$ cat src/pkg/interval_timer_pkg.sv
// Purpose: Shared constants of the prescaled interval counter
// Assumes: Byte-wide register file port driven by the processor core
// Notes:   Offsets are register file addresses of the block
package interval_timer_pkg;

  //////////////////////////////////////////////////////////////////////////
  // Register file addresses
  localparam logic [7:0] ADDR_MODE     = 8'hf1;
  localparam logic [7:0] ADDR_COUNT    = 8'hf2;
  localparam logic [7:0] ADDR_PRESCALE = 8'hf3;

  //////////////////////////////////////////////////////////////////////////
  // Mode register fields
  localparam int MODE_LOAD_BIT   = 2;
  localparam int MODE_ENABLE_BIT = 3;
  localparam int MODE_OUT_LO     = 6;
  localparam int MODE_OUT_HI     = 7;

  localparam logic [1:0] OUT_SEL_TOGGLE = 2'h2;
  localparam logic [1:0] OUT_SEL_CLOCK  = 2'h3;

  //////////////////////////////////////////////////////////////////////////
  // Prescale register fields
  localparam int PRE_CONT_BIT   = 0;
  localparam int PRE_INTCLK_BIT = 1;
  localparam int PRE_VALUE_LO   = 2;
  localparam int PRE_VALUE_HI   = 7;

  //////////////////////////////////////////////////////////////////////////
  // Values after reset
  localparam logic [7:0] MODE_RESET     = 8'h00;
  localparam logic [7:0] PRESCALE_RESET = 8'h00;
  localparam logic [7:0] INIT_RESET     = 8'h00;
  localparam logic       TOGGLE_RESET   = 1'h1;

  //////////////////////////////////////////////////////////////////////////
  // Timer clock divider: tick on the last of four system clocks
  localparam int         TIMER_DIV_RATIO = 4;
  localparam logic [1:0] TIMER_DIV_LAST  = 2'(TIMER_DIV_RATIO - 1);

endpackage : interval_timer_pkg

$ cat src/verilog/prescaled_interval_counter.sv
// Purpose: 8-bit interval counter behind a 6-bit prescaler, register mapped
// Assumes: Processor core reaches the mode, count and prescale registers
// Notes:   Read data is registered one clock after the address
//
// Contract
// One 8-bit interval counter fed by its own 6-bit prescaler.
// Counting runs on its own once started, no software per tick.
// Single-pass stops at end-of-count; continuous reloads and keeps going.
// Initial values move in at once by load, or at next end-of-count; single-pass takes the counter's initial value only by load.
// Initial-value and prescale writes are accepted while counting runs.
// Timer clock is the system clock divided by four.
// Divide-by-four, prescaler and counter form one synchronous chain.
// Counter may be clocked from the external port 5 bit 2 input.
// Port 5 bit 6 carries the toggle output or the internal clock.
// Timer output flips its level at every end-of-count.
// Prescale unit is an 8-bit register plus a 6-bit down-counter.
// Counter, prescale and mode registers sit in the register file.
// Load bit copies both initial values, restarts, then clears itself.
// Prescale value 0 divides by 64, value 1 passes clock through.
// Both at end-of-count raise an interrupt; single-pass rests at zero.
// Software picks single-pass with prescale bit 0 clear, continuous set.
// After reset counting is disabled and the output function deselected.
`timescale 1ns/1ps
`default_nettype none
module prescaled_interval_counter (
  input  wire logic       i_sys_clk,
  input  wire logic       i_nrst,
  input  wire logic [7:0] i_reg_addr,
  input  wire logic       i_reg_wr,
  input  wire logic [7:0] i_reg_wdata,
  output logic      [7:0] o_reg_rdata,
  input  wire logic       i_port5_bit2_pin,
  output logic            o_port5_bit6_pin,
  output logic            o_timer_out_active,
  output logic            o_counter_interrupt
);

  ////////////////////////////////////////////////////////////////////////////
  // State
  logic [7:0] mode_reg;
  logic [7:0] mode_next;
  logic [7:0] pre_reg;
  logic [7:0] pre_next;
  logic [7:0] init_reg;
  logic [7:0] init_next;
  logic [1:0] div_reg;
  logic [1:0] div_next;
  logic       done_reg;
  logic       done_next;
  logic       toggle_reg;
  logic       toggle_next;
  logic       clkout_reg;
  logic       clkout_next;
  logic       pin_reg;
  logic       pin_next;
  logic       active_reg;
  logic       active_next;
  logic       irq_reg;
  logic       irq_next;
  logic [7:0] rdata_reg;
  logic [7:0] rdata_next;
  logic       ext_meta_reg;
  logic       ext_sync_reg;
  logic       ext_prev_reg;

  logic       wr_mode;
  logic       wr_count;
  logic       wr_pre;
  logic       load_now;
  logic       enable;
  logic       continuous;
  logic       int_tick;
  logic       ext_edge;
  logic       pre_tick;
  logic       pre_end;
  logic       eoc;
  logic [5:0] pre_count;
  logic [7:0] cnt_count;
  logic [1:0] out_sel;

  ////////////////////////////////////////////////////////////////////////////
  // External count input, two flops before any use
  always_ff @(posedge i_sys_clk) begin
    if (!i_nrst) begin
      ext_meta_reg <= 1'h0;
      ext_sync_reg <= 1'h0;
      ext_prev_reg <= 1'h0;
    end else begin
      ext_meta_reg <= i_port5_bit2_pin;
      ext_sync_reg <= ext_meta_reg;
      ext_prev_reg <= ext_sync_reg;
    end
  end

  ////////////////////////////////////////////////////////////////////////////
  // Register decode and chain control
  always_comb begin
    wr_mode    = i_reg_wr & (i_reg_addr == interval_timer_pkg::ADDR_MODE);
    wr_count   = i_reg_wr & (i_reg_addr == interval_timer_pkg::ADDR_COUNT);
    wr_pre     = i_reg_wr & (i_reg_addr == interval_timer_pkg::ADDR_PRESCALE);
    load_now   = mode_reg[interval_timer_pkg::MODE_LOAD_BIT];
    enable     = mode_reg[interval_timer_pkg::MODE_ENABLE_BIT];
    continuous = pre_reg[interval_timer_pkg::PRE_CONT_BIT];
    out_sel    = mode_reg[interval_timer_pkg::MODE_OUT_HI:
                          interval_timer_pkg::MODE_OUT_LO];
    ext_edge   = ext_sync_reg & ~ext_prev_reg;
    int_tick   = enable & ~load_now &
                 (div_reg == interval_timer_pkg::TIMER_DIV_LAST);
    if (pre_reg[interval_timer_pkg::PRE_INTCLK_BIT]) begin
      pre_tick = int_tick;
    end else begin
      pre_tick = enable & ~load_now & ext_edge;
    end
  end

  ////////////////////////////////////////////////////////////////////////////
  // Prescaler and interval counter stages
  countdown_stage #(
    .W(6)
  ) u_prescale_divider (
    .i_sys_clk(i_sys_clk),
    .i_nrst   (i_nrst),
    .i_load   (load_now),
    .i_init   (pre_reg[interval_timer_pkg::PRE_VALUE_HI:
                       interval_timer_pkg::PRE_VALUE_LO]),
    .i_tick   (pre_tick),
    .i_hold   (1'h0),
    .i_reload (1'h1),
    .o_count  (pre_count),
    .o_end    (pre_end)
  );

  countdown_stage #(
    .W(8)
  ) u_interval_counter (
    .i_sys_clk(i_sys_clk),
    .i_nrst   (i_nrst),
    .i_load   (load_now),
    .i_init   (init_reg),
    .i_tick   (pre_end),
    .i_hold   (done_reg),
    .i_reload (continuous),
    .o_count  (cnt_count),
    .o_end    (eoc)
  );

  ////////////////////////////////////////////////////////////////////////////
  // Next values
  always_comb begin
    mode_next = mode_reg;
    if (wr_mode) begin
      mode_next = i_reg_wdata;
    end else if (load_now) begin
      mode_next[interval_timer_pkg::MODE_LOAD_BIT] = 1'h0;
    end
    pre_next  = wr_pre ? i_reg_wdata : pre_reg;
    init_next = wr_count ? i_reg_wdata : init_reg;

    if (!enable || load_now) begin
      div_next = 2'h0;
    end else begin
      div_next = div_reg + 2'h1;
    end

    done_next = done_reg;
    if (load_now) begin
      done_next = 1'h0;
    end else if (eoc && !continuous) begin
      done_next = 1'h1;
    end

    toggle_next = toggle_reg;
    if (load_now) begin
      toggle_next = 1'h1;
    end else if (eoc) begin
      toggle_next = ~toggle_reg;
    end

    irq_next    = eoc;
    clkout_next = ~clkout_reg;
    active_next = (out_sel == interval_timer_pkg::OUT_SEL_TOGGLE) ||
                  (out_sel == interval_timer_pkg::OUT_SEL_CLOCK);
    case (out_sel)
      interval_timer_pkg::OUT_SEL_TOGGLE: pin_next = toggle_reg;
      interval_timer_pkg::OUT_SEL_CLOCK:  pin_next = clkout_reg;
      default:                            pin_next = 1'h0;
    endcase

    case (i_reg_addr)
      interval_timer_pkg::ADDR_MODE:     rdata_next = mode_reg;
      interval_timer_pkg::ADDR_COUNT:    rdata_next = cnt_count;
      interval_timer_pkg::ADDR_PRESCALE: rdata_next = pre_reg;
      default:                           rdata_next = 8'h00;
    endcase
  end

  ////////////////////////////////////////////////////////////////////////////
  // Registers
  always_ff @(posedge i_sys_clk) begin
    if (!i_nrst) begin
      mode_reg   <= interval_timer_pkg::MODE_RESET;
      pre_reg    <= interval_timer_pkg::PRESCALE_RESET;
      init_reg   <= interval_timer_pkg::INIT_RESET;
      div_reg    <= 2'h0;
      done_reg   <= 1'h0;
      toggle_reg <= interval_timer_pkg::TOGGLE_RESET;
      clkout_reg <= 1'h0;
      pin_reg    <= 1'h0;
      active_reg <= 1'h0;
      irq_reg    <= 1'h0;
      rdata_reg  <= 8'h00;
    end else begin
      mode_reg   <= mode_next;
      pre_reg    <= pre_next;
      init_reg   <= init_next;
      div_reg    <= div_next;
      done_reg   <= done_next;
      toggle_reg <= toggle_next;
      clkout_reg <= clkout_next;
      pin_reg    <= pin_next;
      active_reg <= active_next;
      irq_reg    <= irq_next;
      rdata_reg  <= rdata_next;
    end
  end

  assign o_reg_rdata         = rdata_reg;
  assign o_port5_bit6_pin    = pin_reg;
  assign o_timer_out_active  = active_reg;
  assign o_counter_interrupt = irq_reg;
endmodule : prescaled_interval_counter
`default_nettype wire

$ cat src/verilog/countdown_stage.sv
// Purpose: Reloadable down-counter stage of the divide chain
// Assumes: One tick pulse per count; value 0 stands for 2**W
// Notes:   End-of-count is flagged while the count is 1 and a tick arrives
`timescale 1ns/1ps
`default_nettype none
module countdown_stage #(
  parameter int W = 8
) (
  input  wire logic         i_sys_clk,
  input  wire logic         i_nrst,
  input  wire logic         i_load,
  input  wire logic [W-1:0] i_init,
  input  wire logic         i_tick,
  input  wire logic         i_hold,
  input  wire logic         i_reload,
  output logic      [W-1:0] o_count,
  output logic              o_end
);

  logic [W-1:0] count_reg;
  logic [W-1:0] count_next;

  always_comb begin
    o_end      = i_tick & ~i_hold & (count_reg == W'(1));
    count_next = count_reg;
    if (i_load) begin
      count_next = i_init;
    end else if (i_tick && !i_hold) begin
      if (o_end) begin
        count_next = i_reload ? i_init : '0;
      end else begin
        count_next = count_reg - W'(1);
      end
    end
  end

  always_ff @(posedge i_sys_clk) begin
    if (!i_nrst) begin
      count_reg <= '0;
    end else begin
      count_reg <= count_next;
    end
  end

  assign o_count = count_reg;

endmodule : countdown_stage
`default_nettype wire

$ cat config.mk
export PLATFORM = sky130hd
export DESIGN_NAME = prescaled_interval_counter
export DESIGN_NICKNAME = d
export VERILOG_FILES = /design/src/pkg/interval_timer_pkg.sv /design/src/verilog/prescaled_interval_counter.sv /design/src/verilog/countdown_stage.sv
export SDC_FILE = /design/constraint.sdc
export NUM_CORES = 1
export LEC_CHECK = 0
export ABC_AREA = 1
export BUFFER_PORTS_ARGS = -buffer_cell sky130_fd_sc_hd__buf_2
export CAP_MARGIN = 20
export CORE_ASPECT_RATIO = 0.8
export CORE_UTILIZATION = 45
export CTS_BUF_LIST = sky130_fd_sc_hd__clkbuf_2 sky130_fd_sc_hd__clkbuf_4 sky130_fd_sc_hd__clkbuf_8
export DETAILED_ROUTE_END_ITERATION = 16
export PLACE_DENSITY = 0.63
export SYNTH_ARGS = -nofsm -noshare
export SYNTH_HDL_FRONTEND = slang
export SYNTH_SLANG_ARGS = --single-unit
$ cat constraint.sdc
create_clock -name i_sys_clk -period 1.5 [get_ports i_sys_clk]
set_input_delay 0.15 -clock i_sys_clk [delete_from_list [all_inputs] [get_ports i_sys_clk]]
set_output_delay 0.15 -clock i_sys_clk [all_outputs]
set_load 0.03 [all_outputs]
==> load_flow_metrics.sql <==
INSERT INTO impl_metrics (metric_group, metric, value, unit) VALUES
('status', 'status', 'finished with violations', ''),
('status', 'failing_checks', 'negative setup slack', ''),
('sta', 'final-setup-viol-count', '5', ''),
('detailed_routing', 'ant_nets_after_route', '0', ''),
('hold_path', 'hold_path_depth', '3', ''),
('layout', 'layout-drive-gt1-share', '26.3', '%'),
('synth', 'mappedNetlistNets', '421', ''),
('floorplan', 'die-area', '6600', 'µm²'),
('critical_path', 'critical_path.startpoint_type', 'flop', ''),
('clocking', 'cts_tree', 'yes', ''),
('layout', 'final_design_area_no_fill', '3550', 'µm²'),
('clocking', 'clkSlewWorstSetupHoldPaths', '0.07', 'ns'),
('hold_path', 'hp-class', 'primary input to flop', ''),
('critical_path', 'critPathMaxFanout', '8', ''),
('clocking', 'ctsHtreeMaxLevel', '3', ''),
('detailed_routing', 'detail_route.wirelength', '7.18', 'mm'),
('power_and_ir_drop', 'power_per_cell_area', '955', 'nW/µm²'),
('critical_path', 'worst-endpoint-required', '1.72', 'ns'),
('critical_path', 'worst_r2r_start', 'div_reg[0]$_SDFF_PP0_', ''),
('floorplan', 'num_io_pins', '31', ''),
('synth', 'synth-adder-area-share', '2.22', '%'),
('sta', 'finalWorstPathRequiredPeriod', '1.51', 'ns'),
('hold_path', 'hp-start', 'i_reg_wdata[5]', ''),
('global_route', 'grt_pass1_vias', '2461', ''),
('synth', 'synth_top_family_by_area', 'simple AND/OR/NAND/NOR gates', ''),
('sta', 'finClkSkew', '0.00418', 'ns'),
('floorplan', 'die_h', '72.9', 'µm'),
('critical_path', 'worstReg2RegEnd', 'u_interval_counter.o_count[4]$_SDFFE_PN0P_', ''),
('sta', 'grt_setup_unrepaired', 'yes', ''),
('synth', 'synth-warning-count', '0', ''),
('layout', 'area.growth.synth_to_final', '25.8', '%'),
('floorplan', 'rows', '25', ''),
('place', 'final_wtd_congestion', '0.853', ''),
('detailed_routing', 'via_per_inst', '4.96', ''),
('power_and_ir_drop', 'ir_drop', '1050', 'µV'),
('clocking', 'clkSinkCount', '57', ''),
('place', 'dp.final_hpwl', '5.02', 'mm'),
('synth', 'synth-simple-area-share', '29.0', '%'),
('power_and_ir_drop', 'p_int', '2.66', 'mW'),
('sta', 'achievable-frequency', '662', 'MHz'),
('critical_path', 'worstPathArrival', '1.73', 'ns'),
('power_and_ir_drop', 'power.leakage', '1.59', 'nW'),
('global_route', 'grt_antenna_before_repair', '0', ''),
('synth', 'synth-seq-cells', '57', ''),
('sta', 'layout_setup_ws', '-0.0116', 'ns'),
('detailed_routing', 'drtIter0Drc', '139', ''),
('power_and_ir_drop', 'sw_frac_of_total', '21.7', '%'),
('layout', 'n_antenna_cell', '0', ''),
('power_and_ir_drop', 'switching_power_of_the_nets', '0.735', 'mW'),
('clocking', 'cts-root-to-sink-buffers', '2', ''),
('clocking', 'cts_root_buf', 'clkbuf_8', ''),
('place', 'placed_cells', '517', ''),
('power_and_ir_drop', 'share_comb_of_total_power', '3.4', '%'),
('detailed_routing', 'dr.pass1.iters', '5', ''),
('layout', 'post_layout_nonfiller_instances', '538', ''),
('critical_path', 'reg2reg_setup_slack', '-0.01', 'ns'),
('synth', 'synth_enable_flop_cells', '0', ''),
('global_route', 'maximum_number_of_pins_on_one_net_before_global_route_repair', '33', ''),
('synth', 'synthesized_area', '2820', 'µm²'),
('global_route', 'gr-total-overflow', '0', ''),
('synth', 'asyncSetResetFlopFracSynth', '0', '%'),
('sta', 'number_of_max_slew_violations_in_the_final_report', '0', ''),
('flow_run', 'max-cap-violations', '0', ''),
('synth', 'syn-instance-count', '396', ''),
('floorplan', 'core_area', '5970', 'µm²'),
('power_and_ir_drop', 'power_frac_clock', '51.8', '%'),
('clocking', 'clk-insertion-delay-late', '0.34', 'ns'),
('power_and_ir_drop', 'design_power_total', '3.40', 'mW'),
('global_route', 'grt_util_all_layers', '22.8', '%'),
('sta', 'worst_slew_pin_slew', '0.512', 'ns'),
('synth', 'synth-compound-area-share', '16.4', '%');
## cell type report
type / count / area (µm²)
clock buffers: 9 / 124
clock inverters: 7 / 119
fillers: 579 / 2420
inverters: 61 / 229
multi-input cells: 269 / 1490
flip-flops and latches: 57 / 1150
well taps: 81 / 101
repair buffers: 54 / 344
## layer usage
layer,track usage [%],part of all wire (%),vias up
met5,0,0,-
li1,-,-,1379
met4,6.99,0.77,0
met3,5.31,3.7,5
met1,30.2,49,1225
met2,37.2,47,58
## kinds of logic (layout without fill, tap and decap cells)
family / count (synthesis) / after routing
compound gates: 83 / 83
flops: 57 / 57
fa+ha+maj: 5 / 5
simple gates: 174 / 175
xor+xnor: 6 / 6
buf+inv: 71 / 131
## synth_stat cells, types with 2 or more instances
cell type	n	area [µm²]
nand2_1	92	345
dfxtp_1	57	1140
inv_1	57	214
a21oi_1	39	195
nor2_1	33	124
o21ai_0	30	150
nand3_1	23	115
clkbuf_1	6	22.5
nor3_1	6	30.0
a21oi_2	5	43.8
ha_1	5	62.6
nor2_4	5	56.3
o211ai_1	5	37.5
xor2_1	4	35.0
inv_2	3	11.3
buf_6	2	22.5
nand2_2	2	12.5
nand3b_1	2	15.0
nor3_2	2	20.0
xnor2_1	2	17.5
## repair_timing
action,in CTS,in global routing
setup buffers,0,3
resized for setup,0,32
endpoints found under the hold margin,1,0
hold buffers,1,0
setup endpoints to repair,0,16
## per-stage QoR
step	setup TNS [ns]	hold slack (ns)
global route	-0.543	0.0763
floorplan	0	0.248
global placement	0	0.333
finish	-0.0356	0.0860
detailed placement	0	0.342
CTS	0	0.0744
## placed cells by master (no fill, tap or decap), types with 3 or more instances in the layout
master and instances:
o21ai_0 30, bufinv_16 3, a21oi_1 39, ha_1 3
inv_1 53, buf_4 20, nand3_1 20, nor3_1 6
clkbuf_8 9, buf_2 30, nor2_2 5, nor2_4 5
dfxtp_2 6, nand2_1 87, nand3_2 3, nor2_1 29
inv_2 7, o211ai_1 5, a21oi_2 5, dfxtp_1 51
nand2_2 5, buf_6 3, xor2_1 4
## worst max path at each step
stage | startpoint | endpoint | slack (ns) | depth (start not counted)
5_1_grt | div_reg[0]$_SDFF_PP0_ | u_interval_counter.o_count[2]$_SDFFE_PN0P_ | -0.08 | 11
4_1_cts | div_reg[0]$_SDFF_PP0_ | u_prescale_divider.o_count[4]$_SDFFE_PN0P_ | 0.02 | 10
2_1_floorplan | div_reg[0]$_SDFF_PP0_ | u_prescale_divider.o_count[4]$_SDFFE_PN0P_ | 0.14 | 10
6_report | div_reg[0]$_SDFF_PP0_ | u_interval_counter.o_count[4]$_SDFFE_PN0P_ | -0.01 | 11
3_3_place_gp | div_reg[0]$_SDFF_PP0_ | u_prescale_divider.o_count[4]$_SDFFE_PN0P_ | 0.07 | 10
3_5_place_dp | div_reg[0]$_SDFF_PP0_ | u_prescale_divider.o_count[4]$_SDFFE_PN0P_ | 0.04 | 10
## critical path, cell delays in order (launching register included)
cell and delay [ns]:
dfxtp_2 0.36, ha_4 0.13, inv_2 0.03, nand2_2 0.05, nand2_2 0.07, nor2_4 0.19
buf_6 0.15, nand3_4 0.15, nand3_1 0.11, nand2_1 0.05, inv_1 0.06, a21oi_2 0.04
## power by group through the flow
| stage | Combinational (mW) | Sequential (mW) | Clock [mW] |
|---|---|---|---|
| after floorplan | 0.0566 | 1.56 | 0 |
| after global placement | 0.110 | 1.56 | 0 |
| after detailed placement | 0.111 | 1.56 | 0 |
| after CTS | 0.113 | 1.52 | 1.78 |
| after global routing | 0.127 | 1.52 | 1.85 |
| final | 0.115 | 1.52 | 1.76 |
Note: power is estimated with default switching activity, not from simulation.
